File: src/hw/cfcr_pkg.sv
package cfcr_pkg;
   // ****************************************
   // register map
   // ****************************************
   localparam logic [7:0] LOW_CHANNEL_CONFIG_ADDR = 8'h05;
   localparam logic [7:0] SYSTEM_CONFIG_ADDR      = 8'h06;
   localparam logic [7:0] LOW_CHANNEL_CONFIG_RST  = 8'h01;
   localparam logic [7:0] SYSTEM_CONFIG_RST       = 8'h00;
   // ****************************************
   // low_channel_config fields
   // ****************************************
   localparam int FT_LSB             = 0;
   localparam int FT_W               = 5;
   localparam int LOW_MASTER_EN_BIT  = 5;
   localparam int LOW_START_GATE_BIT = 6;
   localparam int LOW_BLEED_BIT      = 7;
   // ****************************************
   // system_config fields
   // ****************************************
   localparam int PULLDOWN_TEST_BIT = 0;
   localparam int RETRY_SEL_BIT     = 1;
   localparam int POLARITY_BIT      = 2;
   localparam int REV_BLOCK_BIT     = 3;
   localparam int INRUSH_OVR_BIT    = 4;
   localparam int MANDATORY_BIT     = 5;
   localparam int CROSS_DIS_BIT     = 7;
   localparam logic [7:0] SYSTEM_CONFIG_MASK = 8'hBF;
   // ****************************************
   // timing
   // ****************************************
   localparam int CLK_HZ          = 25_000_000;
   localparam int FT_STEP_NS      = 450_000;
   localparam int FT_STEP_CYCLES  = FT_STEP_NS / (1_000_000_000 / CLK_HZ);
   localparam int RETRY_FACTOR    = 100;
   localparam int TURNOFF_BURST_NS = 15_000;
   localparam int BURST_CYCLES    = TURNOFF_BURST_NS / (1_000_000_000 / CLK_HZ);
   localparam logic [3:0] CL_ALL_ONES = 4'hF;
endpackage : cfcr_pkg

File: src/hw/cfcr_top.sv
`timescale 1ns/100ps
`default_nettype none
module cfcr_top
   import cfcr_pkg::*;
#(
   parameter int STEP_CYCLES   = FT_STEP_CYCLES,
   parameter int BURST_CYC     = BURST_CYCLES
) (
   input  wire logic       clk,                 // 25 MHz clock
   input  wire logic       resetn,              // async reset, active low
   input  wire logic       reg_wr,              // register write strobe
   input  wire logic [7:0] reg_addr,            // register address
   input  wire logic [7:0] reg_wdata,           // write data
   output logic      [7:0] reg_rdata,           // read data
   input  wire logic       low_enable_pin,      // external enable pin
   input  wire logic       low_output_below,    // output under bleed threshold
   input  wire logic       low_reverse,         // output above input
   input  wire logic       low_in_limit,        // low channel in current limit
   input  wire logic       high_in_limit,       // high channel in current limit
   input  wire logic       high_master_enable,  // high channel enable bit
   input  wire logic [3:0] high_current_limit_field, // programmed high limit
   output logic            low_gate_on,         // low pass gate drive
   output logic            low_bleed_connect,   // bleed resistor switch
   output logic            low_oring_force,     // ORing paths act as input high
   output logic            high_gate_on,        // high gate pins released
   output logic            high_block_gate,     // high blocking gate released
   output logic            fast_turnoff,        // fast turnoff drivers on
   output logic      [3:0] high_limit_eff,      // effective high limit
   output logic            low_fault,           // low fault timer expired
   output logic            high_fault           // high fault timer expired
);
   // ****************************************
   // pin synchronisers
   // ****************************************
   logic [4:0] sync1_q, sync2_q;
   always_ff @(posedge clk or negedge resetn) begin
      if (!resetn) begin
         sync1_q <= 5'h00;
         sync2_q <= 5'h00;
      end else begin
         sync1_q <= {low_enable_pin, low_output_below, low_reverse, low_in_limit, high_in_limit};
         sync2_q <= sync1_q;
      end
   end
   wire logic en_pin  = sync2_q[4];
   wire logic out_low = sync2_q[3];
   wire logic rev     = sync2_q[2];
   wire logic low_cl  = sync2_q[1];
   wire logic high_cl = sync2_q[0];

   // ****************************************
   // registers
   // ****************************************
   logic [7:0] low_cfg_q, low_cfg_d, sys_cfg_q, sys_cfg_d;
   always_comb begin
      low_cfg_d = low_cfg_q;
      sys_cfg_d = sys_cfg_q;
      if (reg_wr && reg_addr == LOW_CHANNEL_CONFIG_ADDR) low_cfg_d = reg_wdata;
      if (reg_wr && reg_addr == SYSTEM_CONFIG_ADDR) sys_cfg_d = reg_wdata & SYSTEM_CONFIG_MASK;
   end
   always_ff @(posedge clk or negedge resetn) begin
      if (!resetn) begin
         low_cfg_q <= LOW_CHANNEL_CONFIG_RST;
         sys_cfg_q <= SYSTEM_CONFIG_RST;
      end else begin
         low_cfg_q <= low_cfg_d;
         sys_cfg_q <= sys_cfg_d;
      end
   end
   wire logic [4:0] ft_code   = low_cfg_q[FT_LSB +: FT_W];
   wire logic       low_men   = low_cfg_q[LOW_MASTER_EN_BIT];
   wire logic       start_g   = low_cfg_q[LOW_START_GATE_BIT];
   wire logic       pd_test   = sys_cfg_q[PULLDOWN_TEST_BIT];
   wire logic       retry     = sys_cfg_q[RETRY_SEL_BIT];
   wire logic       rev_en    = sys_cfg_q[REV_BLOCK_BIT];
   wire logic       inrush    = sys_cfg_q[INRUSH_OVR_BIT];
   wire logic       cross_dis = sys_cfg_q[CROSS_DIS_BIT];

   // fault time in cycles; the same programmed time serves both channels
   function automatic logic [31:0] ft_cycles(input logic [4:0] code, input int mult);
      ft_cycles = 32'(code) * 32'(STEP_CYCLES) * 32'(mult);
   endfunction : ft_cycles

   // ****************************************
   // channel state machines
   // ****************************************
   typedef enum logic [1:0] {CFCR_OFF, CFCR_ON, CFCR_LATCHED, CFCR_WAIT} cfcr_state_t;
   cfcr_state_t low_st_q, low_st_d, hi_st_q, hi_st_d;
   logic [31:0] low_cnt_q, low_cnt_d, hi_cnt_q, hi_cnt_d, burst_q, burst_d;
   logic        hi_en_q, cross_off_q, cross_off_d, inrush_q, inrush_d;
   logic        low_run, low_exp, hi_exp, hi_run;

   always_comb begin
      low_st_d    = low_st_q;
      low_cnt_d   = low_cnt_q;
      hi_st_d     = hi_st_q;
      hi_cnt_d    = hi_cnt_q;
      cross_off_d = cross_off_q;
      inrush_d    = inrush_q;
      // enable toggle re-arms the high channel; a same-cycle low fault wins below
      if (!high_master_enable && hi_en_q) cross_off_d = 1'b0;
      low_run     = low_men && en_pin && !(rev_en && rev);
      low_exp     = 1'b0;
      hi_exp      = 1'b0;
      hi_run      = high_master_enable && !pd_test && !cross_off_q;
      unique case (low_st_q)
         CFCR_OFF: begin
            low_cnt_d = 32'h0;
            if (low_run && (!start_g || out_low)) low_st_d = CFCR_ON;
         end
         CFCR_ON: begin
            if (!low_run) low_st_d = CFCR_OFF;
            else if (low_cl) begin
               low_cnt_d = low_cnt_q + 32'h1;
               if (low_cnt_q + 32'h1 >= ft_cycles(ft_code, 1)) begin
                  low_exp   = 1'b1;
                  low_cnt_d = 32'h0;
                  low_st_d  = retry ? CFCR_WAIT : CFCR_LATCHED;
                  if (!cross_dis) cross_off_d = 1'b1;
               end
            end else low_cnt_d = 32'h0;
         end
         CFCR_LATCHED: if (!low_men) low_st_d = CFCR_OFF;
         CFCR_WAIT: begin
            low_cnt_d = low_cnt_q + 32'h1;
            if (low_cnt_q + 32'h1 >= ft_cycles(ft_code, RETRY_FACTOR))
               low_st_d = CFCR_OFF;
         end
      endcase
      unique case (hi_st_q)
         CFCR_OFF: begin
            hi_cnt_d = 32'h0;
            if (hi_run) begin
               hi_st_d  = CFCR_ON;
               inrush_d = inrush;
            end
         end
         CFCR_ON: begin
            if (!hi_run) begin
               hi_st_d  = CFCR_OFF;
               inrush_d = 1'b0;
            end else if (high_cl) begin
               hi_cnt_d = hi_cnt_q + 32'h1;
               if (hi_cnt_q + 32'h1 >= ft_cycles(ft_code, 1)) begin
                  hi_exp   = 1'b1;
                  hi_cnt_d = 32'h0;
                  inrush_d = 1'b0;
                  hi_st_d  = retry ? CFCR_WAIT : CFCR_LATCHED;
               end
            end else begin
               hi_cnt_d = 32'h0;
               if (hi_cnt_q != 32'h0) inrush_d = 1'b0;
            end
         end
         CFCR_LATCHED: if (!high_master_enable) hi_st_d = CFCR_OFF;
         CFCR_WAIT: begin
            hi_cnt_d = hi_cnt_q + 32'h1;
            if (hi_cnt_q + 32'h1 >= ft_cycles(ft_code, RETRY_FACTOR)) hi_st_d = CFCR_OFF;
         end
      endcase
   end

   always_comb begin
      burst_d = burst_q;
      if ((low_exp || hi_exp) && burst_q == 32'h0) burst_d = 32'(BURST_CYC);
      else if (burst_q != 32'h0) burst_d = burst_q - 32'h1;
   end

   always_ff @(posedge clk or negedge resetn) begin
      if (!resetn) begin
         low_st_q    <= CFCR_OFF;
         hi_st_q     <= CFCR_OFF;
         low_cnt_q   <= 32'h0;
         hi_cnt_q    <= 32'h0;
         burst_q     <= 32'h0;
         hi_en_q     <= 1'b0;
         cross_off_q <= 1'b0;
         inrush_q    <= 1'b0;
      end else begin
         low_st_q    <= low_st_d;
         hi_st_q     <= hi_st_d;
         low_cnt_q   <= low_cnt_d;
         hi_cnt_q    <= hi_cnt_d;
         burst_q     <= burst_d;
         hi_en_q     <= high_master_enable;
         cross_off_q <= cross_off_d;
         inrush_q    <= inrush_d;
      end
   end

   // ****************************************
   // registered outputs
   // ****************************************
   always_ff @(posedge clk or negedge resetn) begin
      if (!resetn) begin
         reg_rdata         <= 8'h00;
         low_gate_on       <= 1'b0;
         low_bleed_connect <= 1'b0;
         low_oring_force   <= 1'b0;
         high_gate_on      <= 1'b0;
         high_block_gate   <= 1'b0;
         fast_turnoff      <= 1'b0;
         high_limit_eff    <= 4'h0;
         low_fault         <= 1'b0;
         high_fault        <= 1'b0;
      end else begin
         reg_rdata <= (reg_addr == LOW_CHANNEL_CONFIG_ADDR) ? low_cfg_q :
                      (reg_addr == SYSTEM_CONFIG_ADDR) ? sys_cfg_q : 8'h00;
         low_gate_on       <= (low_st_d == CFCR_ON);
         low_bleed_connect <= low_cfg_d[LOW_BLEED_BIT];
         low_oring_force   <= !sys_cfg_d[REV_BLOCK_BIT];
         high_gate_on      <= (hi_st_d == CFCR_ON);
         high_block_gate   <= (hi_st_d == CFCR_ON);
         fast_turnoff      <= pd_test || burst_d != 32'h0;
         high_limit_eff    <= inrush_d ? CL_ALL_ONES : high_current_limit_field;
         low_fault         <= low_exp;
         high_fault        <= hi_exp;
      end
   end
endmodule : cfcr_top
`default_nettype wire

File: config.mk
export PLATFORM = sky130hd
export DESIGN_NAME = cfcr_top
export DESIGN_NICKNAME = d
export VERILOG_FILES = /design/src/hw/cfcr_pkg.sv /design/src/hw/cfcr_top.sv
export SDC_FILE = /design/constraint.sdc
export NUM_CORES = 1
export LEC_CHECK = 0
export BUFFER_PORTS_ARGS = -buffer_cell sky130_fd_sc_hd__buf_2
export CORE_MARGIN = 4
export CORE_UTILIZATION = 50
export CTS_BUF_LIST = sky130_fd_sc_hd__clkbuf_2
export DETAILED_ROUTE_END_ITERATION = 6
export PLACE_DENSITY = 0.67
export REMOVE_ABC_BUFFERS = 1
export SYNTH_ARGS = -nofsm -noshare
export SYNTH_HDL_FRONTEND = slang
export SYNTH_SLANG_ARGS = --single-unit
File: constraint.sdc
create_clock -name clk -period 11.69 [get_ports clk]
set_input_delay 2.9225 -clock clk [delete_from_list [all_inputs] [get_ports clk]]
set_output_delay 2.9225 -clock clk [all_outputs]
set_load 0.005 [all_outputs]
* Word-level counts from Yosys, hierarchy flattened
Cells that the tools add are included.
Storage, ports and cells: flip-flop bits (word level) 146, input bits 29, output and inout bits 20, logic and storage cells 121
Cells by class: add/subtract/negate cells 3, multipliers 2, $lt $le $gt $ge 4, equality and inequality tests 12, multiplexer cells 49, reduce and logical (&&, ||, !) cells 29
Operators with widths (number):
- 32-bit 2-to-1 mux | 8
- 32-bit case mux with 3 select lines | 2
- 32-bit nonzero test | 3
- 32-bit by 1-bit adder with 32-bit output, second input constant | 2
- 32-bit by 19-bit greater-or-equal comparator with 1-bit output | 2
- 32-bit by 26-bit greater-or-equal comparator with 1-bit output | 2
- 32-bit zero test | 1
- 32-bit by 1-bit subtractor with 32-bit output, second input constant | 1
- 2-bit 2-to-1 mux | 12
- 18-bit by 5-bit multiplier with 23-bit output, second input constant | 1
- 1-bit 2-to-1 mux | 20
- 5-bit by 13-bit multiplier with 18-bit output, second input constant | 1
- 8-bit by 3-bit equality test with 1-bit output, second input constant | 2
- 8-bit 2-to-1 mux | 2
- 2-bit case mux with 4 select lines | 2
- 1-bit logical AND | 10
- 2-bit by 1-bit equality test with 1-bit output, second input constant | 4
- 2-bit equality test, second input constant | 4
- 4-bit 2-to-1 mux | 2
- 1-bit zero test | 6
- 3-bit nonzero test | 2
- 2-bit zero test | 2
- 2-bit inequality test, second input constant | 2
- 2-bit AND reduction | 2
- 2 further kinds | 4

* Longest topological paths before layout
Gate-level depths: netlist of run 1.
depth after elaboration 11, depth in mapped cells 39, mapped depth without buffers 39

* Worst setup path before layout of run 1
No wires, ideal clock.
path type register -> register, start reg low_cfg_q[2], end reg low_gate_on, library setup time 120 ps, data arrival time 7705 ps, required time 11570 ps, setup slack 3865 ps, cell stages (with the launch flop) 39, path buffers 0, period minus slack after synthesis 7825 ps, cell sequence dfrtp_1 > fa_1 > inv_1 > fa_1 > fa_1 > inv_1 > ha_1 > o21ai_0 > nand2b_1 > a21o_1 > nand2_1 > a21boi_0 > o21ai_0 > nand2b_1 > xor2_1 > ha_1 > ha_1 > inv_1 > [3 not listed] > o21ai_0 > nand2b_1 > and2_1 > o21ai_0 > a31oi_1 > nor2_1 > o21ba_2 > xor2_1 > ha_1 > nand4_1 > nor3_1 > o221ai_1 > a21oi_1 > nor2_1 > maj3_1 > a221o_1 > a211o_1 > o211a_1
Between the ends: word-level cells in the longest chain between the ends 7, elaborated cells on any way between the ends 10, those cells by class mul: 2; order compare: 2; eq/ne: 1; mux: 5
Ends and longest elaborated chain:
- start, declared | line cfcr_top.sv:54 | logic [7:0] low_cfg_q, low_cfg_d, sys_cfg_q, sys_cfg_d;
- start signal, assigned | line cfcr_top.sv:66 | low_cfg_q <= low_cfg_d;
- 5-bit by 13-bit multiplier with 18-bit output (*) | line cfcr_top.sv:81 | ft_cycles = 32'(code) * 32'(STEP_CYCLES) * 32'(mult);
- parallel branches: the longest is 4 deep, another holds 32-bit by 26-bit greater-or-equal comparator with 1-bit output
- 2-bit case mux with 4 select lines (*) | line cfcr_top.sv:106 | unique case (low_st_q)
- named net low_st_d[0] | line cfcr_top.sv:88 | cfcr_state_t low_st_q, low_st_d, hi_st_q, hi_st_d;
- 2-bit by 1-bit equality test with 1-bit output (*) | line cfcr_top.sv:209 | low_gate_on <= (low_st_d == CFCR_ON);
- end signal, assigned | line cfcr_top.sv:209
- end, declared | line cfcr_top.sv:22 | output logic low_gate_on,
Mark *: on every way through the listed nets, which the timed path passes. A chain may end at the register's enable or synchronous reset.

* Worst setup path in the final report of run 1
Ends and elaborated chain as after synthesis.

==> results of run 1 <==
-- per-stage QoR --
stage | instance area (sq um) | setup slack (ps) | util | std cells | hold WS (ps)
6_report | 13300 | 3050 | 0.542 | 1736 | 363
4_1_cts | 13300 | 3090 | 0.541 | 1735 | 368
3_5_place_dp | 13100 | 3100 | 0.532 | 1703 | 337
2_1_floorplan | 12400 | 3870 | - | 1327 | 331
3_3_place_gp | 13100 | 3290 | 0.532 | 1703 | 334
5_1_grt | 13300 | 2380 | 0.542 | 1736 | 381
-- power by group --
part           switching, W  total [W]  internal (W)  leakage [nW]
clock              0.000220   0.000304     0.0000846         0.145
sequential        0.0000288   0.000552      0.000523          1.96
combinational      0.000424   0.000667      0.000243          4.62
-- cell type report --
cell class / instances / area [sq um]
Antenna cell: 1 / 2.50
Clock buffer: 17 / 85.1
Timing Repair Buffer: 52 / 277
Sequential cell: 146 / 3650
Inverter: 106 / 398
Fill cell: 2271 / 11300
Multi-Input combinational cell: 1075 / 8360
Clock inverter: 15 / 146
Tap cell: 324 / 405
-- flip-flops by register name, indices dropped and copies added (netlist names) --
name / count
burst_q: 32
hi_cnt_q: 32
low_cnt_q: 32
low_cfg_q: 8
reg_rdata: 8
sys_cfg_q: 7
sync1_q: 5
sync2_q: 5
high_limit_eff: 4
hi_st_q: 2
low_st_q: 2
cross_off_q: 1
fast_turnoff: 1
hi_en_q: 1
high_block_gate: 1
high_fault: 1
inrush_q: 1
low_fault: 1
low_gate_on: 1
low_oring_force: 1
-- worst paths after layout --
check | slack [ps] | end | startpoint
setup / recovery | 3050 | low_gate_on$_DFF_PN0_ | low_cfg_q[2]$_DFFE_PN0P_
hold / removal | 360 | sync2_q[2]$_DFF_PN0_ | sync1_q[2]$_DFF_PN0_
setup reg to reg | 3050 | low_gate_on$_DFF_PN0_ | low_cfg_q[2]$_DFFE_PN0P_
hold reg to reg | 360 | sync2_q[2]$_DFF_PN0_ | sync1_q[2]$_DFF_PN0_
max in group asynchronous | 8080 | reg_rdata[7]$_DFF_PN0_ | resetn
min in group asynchronous | 2120 | hi_cnt_q[1]$_DFFE_PN0P_ | resetn
-- logic make-up (layout without fill, tap and decap cells) --
group | Yosys count | count (layout) | synth area share
simple gates | 456 | 456 | 0.195
xor+xnor | 108 | 108 | 0.0749
buf+inv | 156 | 190 | 0.0495
mux | 26 | 26 | 0.0221
fa+ha+maj | 199 | 199 | 0.211
compound gates | 286 | 286 | 0.158
other cells | 0 | 1 | 0
flops | 146 | 146 | 0.289
-- layout by cell type, fill, tap and decap left out, drive strengths merged, types with 6 or more instances in the layout --
master	netlist	routed
a211o	7	7
a211oi	11	11
a21o	21	21
a21oi	48	48
a22o	28	28
a31o	7	7
a31oi	8	8
and2	10	10
and3	24	24
and4	9	9
buf	17	52
clkbuf	33	17
clkinv	0	6
dfrtp	145	145
fa	25	25
ha	171	171
inv	106	114
mux2	15	15
mux2i	11	11
nand2	121	121
nand2b	19	19
nand3	50	50
nand3b	6	6
nand4	24	24
nor2	64	64
nor2b	15	15
nor3	39	39
nor4	29	29
o211ai	11	11
o21a	11	11
o21ai	74	74
o31ai	14	14
or2	7	7
or3	14	14
or4	10	10
xnor2	56	56
xor2	52	52
-- worst register-to-register path, delay by kind of cell (launching register included) --
kind | cells | cell delay (ps)
and+or+nand+nor | 7 | 1090
buffers and inverters | 5 | 360
xor gates and xnor gates | 2 | 490
adders and majority gates | 10 | 4070
AOI/OAI and AO/OA | 10 | 2040
DFF | 1 | 540
-- per-layer routing --
metal | wire length (microns) | up-vias
met5 | 0 | -
met4 | 607 | 0
met3 | 1330 | 34
met2 | 14200 | 219
met1 | 14800 | 4907
li1 | - | 5036
==> impl_metrics.py, run 1 <==
metrics = {
    "logic_synthesis": {
        "yosysUniqueCellTypes": 89,
        "ys.flop_type": "dfrtp_1",
        "avgSynthCellArea_sq_um": 9.17,
        "yosysSeqAreaShare": 0.289,
        "yosysTopAreaCellShare": 0.287,
        "synth_area_leader_cell": "dfrtp_1",
        "syn_inst": 1377,
        "synth_common_cells": "ha_1 (171), dfrtp_1 (145), nand2_1 (119), inv_1 (106), o21ai_0 (71)",
        "synthArstFlopShare": 1.00,
        "netlist_area_sq_um": 12600,
        "synth-warning-count": 0,
        "synth-edff-count": 0,
        "ys_ff_latch": 146,
        "synth.most_common_cell": "ha_1",
        "synth_area_leaders": "dfrtp_1 (29%), ha_1 (17%), fa_1 (4.0%)",
    },
    "floorplanning": {
        "core_area_sq_um": 24600,
        "initial_core_util": 0.513,
        "io_pins": 49,
        "die_area_sq_um": 27900,
        "die_w_microns": 167,
        "die_y_microns": 167,
        "rows": 57,
    },
    "sta": {
        "max_freq_ghz": 0.116,
        "finalCritPeriodShare": 0.739,
        "worst_pin_slew_ps": 1160,
        "finalHoldViolations": 0,
        "setup_viol_count_final": 0,
        "tns_ps": 0,
        "rsz0062_at_grt": "false",
        "report.final.slew_viol_count": 0,
        "post-route-min-period_ps": 8640,
        "fin_skew_ps": 66.1,
        "slew-limit-headroom": 0.228,
    },
    "setup_path": {
        "crit_required_ps": 12360,
        "reg2reg_depth": 34,
        "worstPathArrival_ps": 9310,
        "crit_type": "flip-flop to flip-flop",
        "cpPeakStageDelay_ps": 600,
        "cp.depth": 34,
        "start_kind": "flip-flop",
        "crit_slowest_cell": "fa_1",
        "crit_fanout": 8,
        "cp_top_family": "adder cells",
        "endpoint_kind": "flip-flop",
        "cp_num_buf_inv": 5,
    },
    "status": {
        "status": "complete, no violations",
    },
    "cells_and_area": {
        "num-nets-final": 1623,
        "drive_gt1_frac": 0.0978,
        "syn2layout_area_growth_pct": 5.53,
    },
    "global_routing": {
        "grt_use_met3": 0.0334,
        "overflow": 0,
        "use_met1": 0.318,
        "globalRouteTotalUtil": 0.223,
        "busiest_layer": "met2",
        "grt_max_degree": 76,
        "grt_antenna_before_repair": 1,
        "grt_pass1_vias": 9832,
        "met2_usage": 0.358,
        "grt_first_pass_wirelength_microns": 51300,
    },
    "clock_tree": {
        "cts_repair_resize_count": 0,
        "cts_tree": "yes",
        "htree_levels": 4,
        "clock_latency_ps": 760,
        "post_cts_buffers": 0,
        "path_clk_slew_ps": 250,
        "cts_buffers": 17,
        "clk_path_buf_depth": 2,
        "cts_root_buf": "clkbuf_2",
        "clkSinkCount": 146,
        "ctsHoldBuffers": 0,
    },
    "route": {
        "drc": 0,
        "drt-total-wl_microns": 30900,
        "ant_nets": 0,
        "viasPerCell": 5.87,
        "dr.pass1.iters": 5,
        "vias": 10200,
        "routedWlPerCell_microns": 17.8,
        "drtIter0Drc": 776,
    },
    "run": {
        "maxCapViolations": 0,
    },
    "pwr": {
        "ir_drop_mv": 0.0611,
        "p_per_area_nw_per_um2": 114,
        "total_power_w": 0.00152,
        "leakage_nw": 6.73,
    },
    "placement": {
        "hpwl_microns": 24200,
        "io_buffers": 48,
        "gp_congestion": 0.906,
    },
    "min_path": {
        "hp-class": "flip-flop to flip-flop",
        "worstHoldPathCells": 0,
    },
}
(Power assumes the default switching activity.)
==> run 2, diff against run 1 <==
==> constraint.sdc (replaced) <==
create_clock -name clk -period 8.96 [get_ports clk]
set_input_delay 2.24 -clock clk [delete_from_list [all_inputs] [get_ports clk]]
set_output_delay 2.24 -clock clk [all_outputs]
set_load 0.005 [all_outputs]
==> impl_metrics.py, run 2 (synthesis results as in run 1) <==
metrics = {
    "setup_path": {
        "endpoint_kind": "flip-flop",
        "crit_type": "flip-flop to flip-flop",
        "worstPathArrival_ps": 9020,
        "start_kind": "flip-flop",
        "crit_fanout": 4,
        "crit_required_ps": 9650,
        "crit_slowest_cell": "fa_1",
        "crit_top_cell": "ha_1",
        "cpPeakStageDelay_ps": 560,
    },
    "pwr": {
        "p_per_area_nw_per_um2": 154,
        "total_power_w": 0.00208,
        "leakage_nw": 6.81,
        "ir_drop_mv": 0.0949,
    },
    "route": {
        "vias": 10200,
        "drc": 0,
        "routedWlPerCell_microns": 17.7,
        "drt-total-wl_microns": 30900,
        "ant_nets": 0,
        "drtIter0Drc": 767,
        "dr.pass1.iters": 5,
        "viasPerCell": 5.88,
    },
    "sta": {
        "finalHoldViolations": 0,
        "report.final.slew_viol_count": 0,
        "post-route-min-period_ps": 8340,
        "fin_skew_ps": 52.5,
        "setup_viol_count_final": 0,
        "worst_pin_slew_ps": 1120,
        "tns_ps": 0,
        "max_freq_ghz": 0.120,
        "finalCritPeriodShare": 0.930,
        "rsz0062_at_grt": "false",
        "slew-limit-headroom": 0.253,
    },
    "cells_and_area": {
        "num-nets-final": 1630,
        "utilization": 0.548,
        "layout_commonest_cell": "ha_1",
        "layout_common_cells": "ha_1 (171), dfrtp_1 (142), nand2_1 (119), inv_1 (106), o21ai_0 (70)",
        "reg_top3": "burst_q (32), hi_cnt_q (32), low_cnt_q (32)",
        "fillers": 2295,
        "drive_gt1_frac": 0.109,
        "syn2layout_area_growth_pct": 6.74,
        "final_area_sq_um": 13500,
    },
    "global_routing": {
        "globalRouteTotalUtil": 0.222,
        "grt_first_pass_wirelength_microns": 51000,
        "grt_antenna_before_repair": 2,
        "overflow": 0,
        "grt_max_degree": 90,
        "grt_pass1_vias": 9807,
    },
    "floorplanning": {
        "die_area_sq_um": 27900,
        "initial_core_util": 0.513,
        "die_y_microns": 167,
        "io_pins": 49,
        "core_area_sq_um": 24600,
        "die_w_microns": 167,
        "rows": 57,
    },
    "clock_tree": {
        "cts_tree": "yes",
        "htree_levels": 4,
        "cts_root_buf": "clkbuf_2",
        "clock_latency_ps": 770,
        "clk_path_buf_depth": 2,
        "clkSinkCount": 146,
        "ctsHoldBuffers": 0,
        "cts_buffers": 17,
        "path_clk_slew_ps": 280,
    },
    "run": {
        "maxCapViolations": 0,
    },
    "placement": {
        "io_buffers": 48,
        "post_dp_cell_area_sq_um": 13100,
        "hpwl_microns": 24000,
        "gp_congestion": 0.933,
    },
    "status": {
        "status": "complete, no violations",
    },
    "min_path": {
        "hp-class": "flip-flop to flip-flop",
    },
}
[run 2: changes by cell type in the layout (fill, tap and decap cells not counted), moves of 2 or more]
cell and change:
buf_4 +7, clkinv_4 -3, dfrtp_1 -3, dfrtp_2 +3, bufinv_16 +2, clkinv_1 -2
clkinv_8 +2, nor3_1 -2, nor3_2 +2
[run 2: report_power, final]
part,leakage (nW),total [W],internal [W],switching [W]
Sequential,1.96,0.000717,0.000683,0.0000342
Clock,0.178,0.000478,0.000173,0.000304
Combinational,4.67,0.000884,0.000325,0.000560
Total,6.81,0.00208,0.00118,0.000898
[run 2: repair_timing]
item	4_1_cts	5_1_grt
endpoints found under the hold margin	0	0
setup endpoints to repair	0	3
buffers inserted	0	2
gates resized for setup	0	9
[run 2: per-stage QoR]
step | std cells | hold WS, ps | worst slack (ps)
after floorplan | 1327 | 331 | 1140
after global placement | 1708 | 336 | 654
after detailed placement | 1708 | 336 | 375
after CTS | 1740 | 340 | 382
after global routing | 1743 | 349 | 0.481
final | 1743 | 352 | 625
[run 2: worst max-delay path, delay by kind of cell (launching register included)]
kind / cells / cell delay (ps)
XOR/XNOR: 2 / 290
AO/OA/AOI/OAI: 13 / 2140
buffers and inverters: 4 / 210
AND/OR/NAND/NOR: 9 / 1250
adder cells (fa/ha/maj): 10 / 3900
flip-flops: 1 / 480
[run 2: routing by layer]
metal	wire, microns	global-route usage	part of all wire
met1	14800	0.321	0.48
met2	13800	0.347	0.45
met3	1510	0.0320	0.049
met4	821	0.0655	0.027
met5	0	0	0
[run 2: final cells by class]
cell class	count	area, sq um	area share
Tap cell	324	405	0.0301
Timing Repair Buffer	59	329	0.0244
Antenna cell	1	2.50	0.000186
Multi-Input combinational cell	1075	8380	0.622
Sequential cell	146	3660	0.271
Clock buffer	17	85.1	0.00631
Inverter	106	398	0.0295
Clock inverter	15	216	0.0161
[run 2: final timing paths]
check                                    startpoint                       end  slack, ps  depth (start not counted)
max                        low_cfg_q[2]$_DFFE_PN0P_     low_gate_on$_DFF_PN0_        620                         38
min                            sync1_q[4]$_DFF_PN0_      sync2_q[4]$_DFF_PN0_        350                          0
max reg2reg                low_cfg_q[2]$_DFFE_PN0P_     low_gate_on$_DFF_PN0_        620                         38
min reg2reg                    sync1_q[4]$_DFF_PN0_      sync2_q[4]$_DFF_PN0_        350                          0
max in group asynchronous                    resetn  low_cfg_q[4]$_DFFE_PN0P_       6120                          2
min in group asynchronous                    resetn   hi_cnt_q[6]$_DFFE_PN0P_       1460                          1
==> run 3, diff against run 2 <==
--- a/config.mk
+++ b/config.mk
@@ -5,6 +5,7 @@
 export SDC_FILE = /design/constraint.sdc
 export NUM_CORES = 1
 export LEC_CHECK = 0
+export ABC_AREA = 1
 export BUFFER_PORTS_ARGS = -buffer_cell sky130_fd_sc_hd__buf_2
 export CORE_MARGIN = 4
 export CORE_UTILIZATION = 50
==> impl_metrics.py, run 3 <==
metrics = {
    "logic_synthesis": {
        "yosysSeqAreaShare": 0.279,
        "netlist_area_sq_um": 13100,
        "avgSynthCellArea_sq_um": 7.48,
        "synthArstFlopShare": 1.00,
        "synth_common_cells": "nand2_1 (410), inv_1 (299), ha_1 (171), nor2_1 (157), dfrtp_1 (145)",
        "synth-warning-count": 0,
        "synth-edff-count": 0,
        "yosysTopAreaCellShare": 0.277,
        "ys.flop_type": "dfrtp_1",
        "synth.most_common_cell": "nand2_1",
        "ys_ff_latch": 146,
        "synth_area_leaders": "dfrtp_1 (28%), ha_1 (16%), nand2_1 (12%)",
        "synth_area_leader_cell": "dfrtp_1",
        "syn_inst": 1752,
        "yosysUniqueCellTypes": 50,
    },
    "floorplanning": {
        "rows": 58,
        "io_pins": 49,
        "die_w_microns": 170,
        "initial_core_util": 0.515,
        "core_area_sq_um": 25500,
        "die_y_microns": 170,
        "die_area_sq_um": 28900,
    },
    "cells_and_area": {
        "fillers": 2492,
        "reg_top3": "burst_q (32), hi_cnt_q (32), low_cnt_q (32)",
        "layout_common_cells": "nand2_1 (410), inv_1 (299), ha_1 (171), nor2_1 (156), dfrtp_1 (145)",
        "fin_cells": 2151,
        "num-nets-final": 2032,
        "drive_gt1_frac": 0.0852,
        "syn2layout_area_growth_pct": 6.57,
        "final_area_sq_um": 14000,
        "layout_commonest_cell": "nand2_1",
    },
    "clock_tree": {
        "ctsHoldBuffers": 0,
        "path_clk_slew_ps": 260,
        "cts_tree": "yes",
        "clk_path_buf_depth": 2,
        "clock_latency_ps": 740,
        "clkSinkCount": 146,
        "cts_buffers": 17,
        "post_cts_buffers": 0,
        "htree_levels": 4,
        "cts_repair_resize_count": 0,
        "cts_root_buf": "clkbuf_2",
    },
    "sta": {
        "rsz0062_at_grt": "false",
        "worst_pin_slew_ps": 1150,
        "finalWorstSetupSlack_ps": 1080,
        "tns_ps": 0,
        "finalHoldViolations": 0,
        "setup_viol_count_final": 0,
        "finalCritPeriodShare": 0.879,
        "max_freq_ghz": 0.127,
        "fin_skew_ps": 53.9,
        "report.final.slew_viol_count": 0,
        "post-route-min-period_ps": 7880,
        "slew-limit-headroom": 0.235,
    },
    "route": {
        "routedWlPerCell_microns": 16.0,
        "drc": 1,
        "ant_nets": 0,
        "dr.pass1.iters": 7,
        "drt-total-wl_microns": 34500,
        "viasPerCell": 5.34,
        "vias": 11500,
        "drtIter0Drc": 751,
    },
    "pwr": {
        "ir_drop_mv": 0.327,
        "p_per_area_nw_per_um2": 339,
        "leakage_nw": 7.54,
        "total_power_w": 0.00473,
    },
    "setup_path": {
        "crit_top_cell": "nand2_1",
        "critPathLaunch": "low_cfg_q[3]$_DFFE_PN0P_",
        "start_kind": "flip-flop",
        "endpoint_kind": "flip-flop",
        "crit_required_ps": 9660,
        "crit_fanout": 7,
        "crit_type": "flip-flop to flip-flop",
        "regToRegStartpoint": "low_cfg_q[3]$_DFFE_PN0P_",
        "worstPathArrival_ps": 8580,
        "cpPeakStageDelay_ps": 580,
        "crit_slowest_cell": "fa_1",
    },
    "global_routing": {
        "grt_antenna_before_repair": 1,
        "globalRouteTotalUtil": 0.248,
        "grt_pass1_vias": 11500,
        "grt_max_degree": 80,
        "grt_first_pass_wirelength_microns": 57800,
        "overflow": 0,
    },
    "placement": {
        "dp_slack_ps": 1070,
        "post_dp_cell_area_sq_um": 13700,
        "dp.cells": 2118,
        "gp_congestion": 0.916,
        "hpwl_microns": 28200,
        "io_buffers": 48,
    },
    "status": {
        "violations": "DRC",
        "status": "complete, but fails checks",
    },
    "run": {
        "maxCapViolations": 0,
    },
    "min_path": {
        "hp-class": "flip-flop to flip-flop",
        "min_from": "sync1_q[1]$_DFF_PN0_",
    },
}
[run 3: cells by family (layout without fill, tap and decap cells)]
family | count (synthesis) | count (layout) | share of synthesized area
AOI/OAI and AO/OA | 211 | 211 | 0.105
xor gates and xnor gates | 83 | 83 | 0.0555
adders and majority gates | 196 | 196 | 0.201
buffers and inverters | 321 | 389 | 0.0941
DFF | 146 | 146 | 0.279
other | 0 | 1 | 0
and+or+nand+nor | 795 | 795 | 0.265
[run 3: layout make-up]
type | count | area, sq um | share of cell area
multi-input cells | 1285 | 8220 | 0.589
flip-flops and latches | 146 | 3650 | 0.262
inverters | 305 | 1140 | 0.0820
well taps | 330 | 413 | 0.0296
repair buffers | 52 | 277 | 0.0198
clock inverters | 15 | 170 | 0.0122
clock buffers | 17 | 85.1 | 0.00609
diodes | 1 | 2.50 | 0.000179
[run 3: routing by layer]
| metal | global-route usage | wire length (microns) | vias to the layer above |
|---|---|---|---|
| met4 | 0.0597 | 737 | 0 |
| met5 | 0 | 0 | - |
| met2 | 0.427 | 16400 | 263 |
| met3 | 0.0304 | 1600 | 45 |
| met1 | 0.334 | 15800 | 5373 |
| li1 | - | - | 5814 |
[run 3: path summary, 6_finish.rpt]
| path | slack [ps] | to | cells past startpoint |
|---|---|---|---|
| min in group asynchronous | 1440 | hi_cnt_q[10]$_DFFE_PN0P_ | 1 |
| worst min-delay path | 390 | sync2_q[1]$_DFF_PN0_ | 0 |
| worst min register to register | 390 | sync2_q[1]$_DFF_PN0_ | 0 |
| worst max register to register | 1080 | low_gate_on$_DFF_PN0_ | 40 |
| worst max-delay path | 1080 | low_gate_on$_DFF_PN0_ | 40 |
| max in group asynchronous | 6010 | low_oring_force$_DFF_PN0_ | 2 |
[run 3: critical path, delay by kind of cell, from the launching register on]
family / cells / cell delay [ps]
adders and majority gates: 9 / 3650
and+or+nand+nor: 15 / 1550
xor gates and xnor gates: 2 / 520
AOI/OAI and AO/OA: 7 / 1190
DFF: 1 / 540
buffers and inverters: 7 / 410
[run 3: power breakdown]
group	total [W]	leakage [nW]	internal [W]	switching, W
clock network	0.000421	0.154	0.000138	0.000284
registers	0.000715	1.95	0.000686	0.0000291
logic	0.00359	5.44	0.00127	0.00232
total	0.00473	7.54	0.00210	0.00263
[run 3: per-stage QoR]
stage | hold WS [ps] | util
floorplan | 331 | -
global placement | 333 | 0.538
detailed placement | 336 | 0.538
CTS | 391 | 0.548
global route | 393 | 0.548
finish | 388 | 0.548
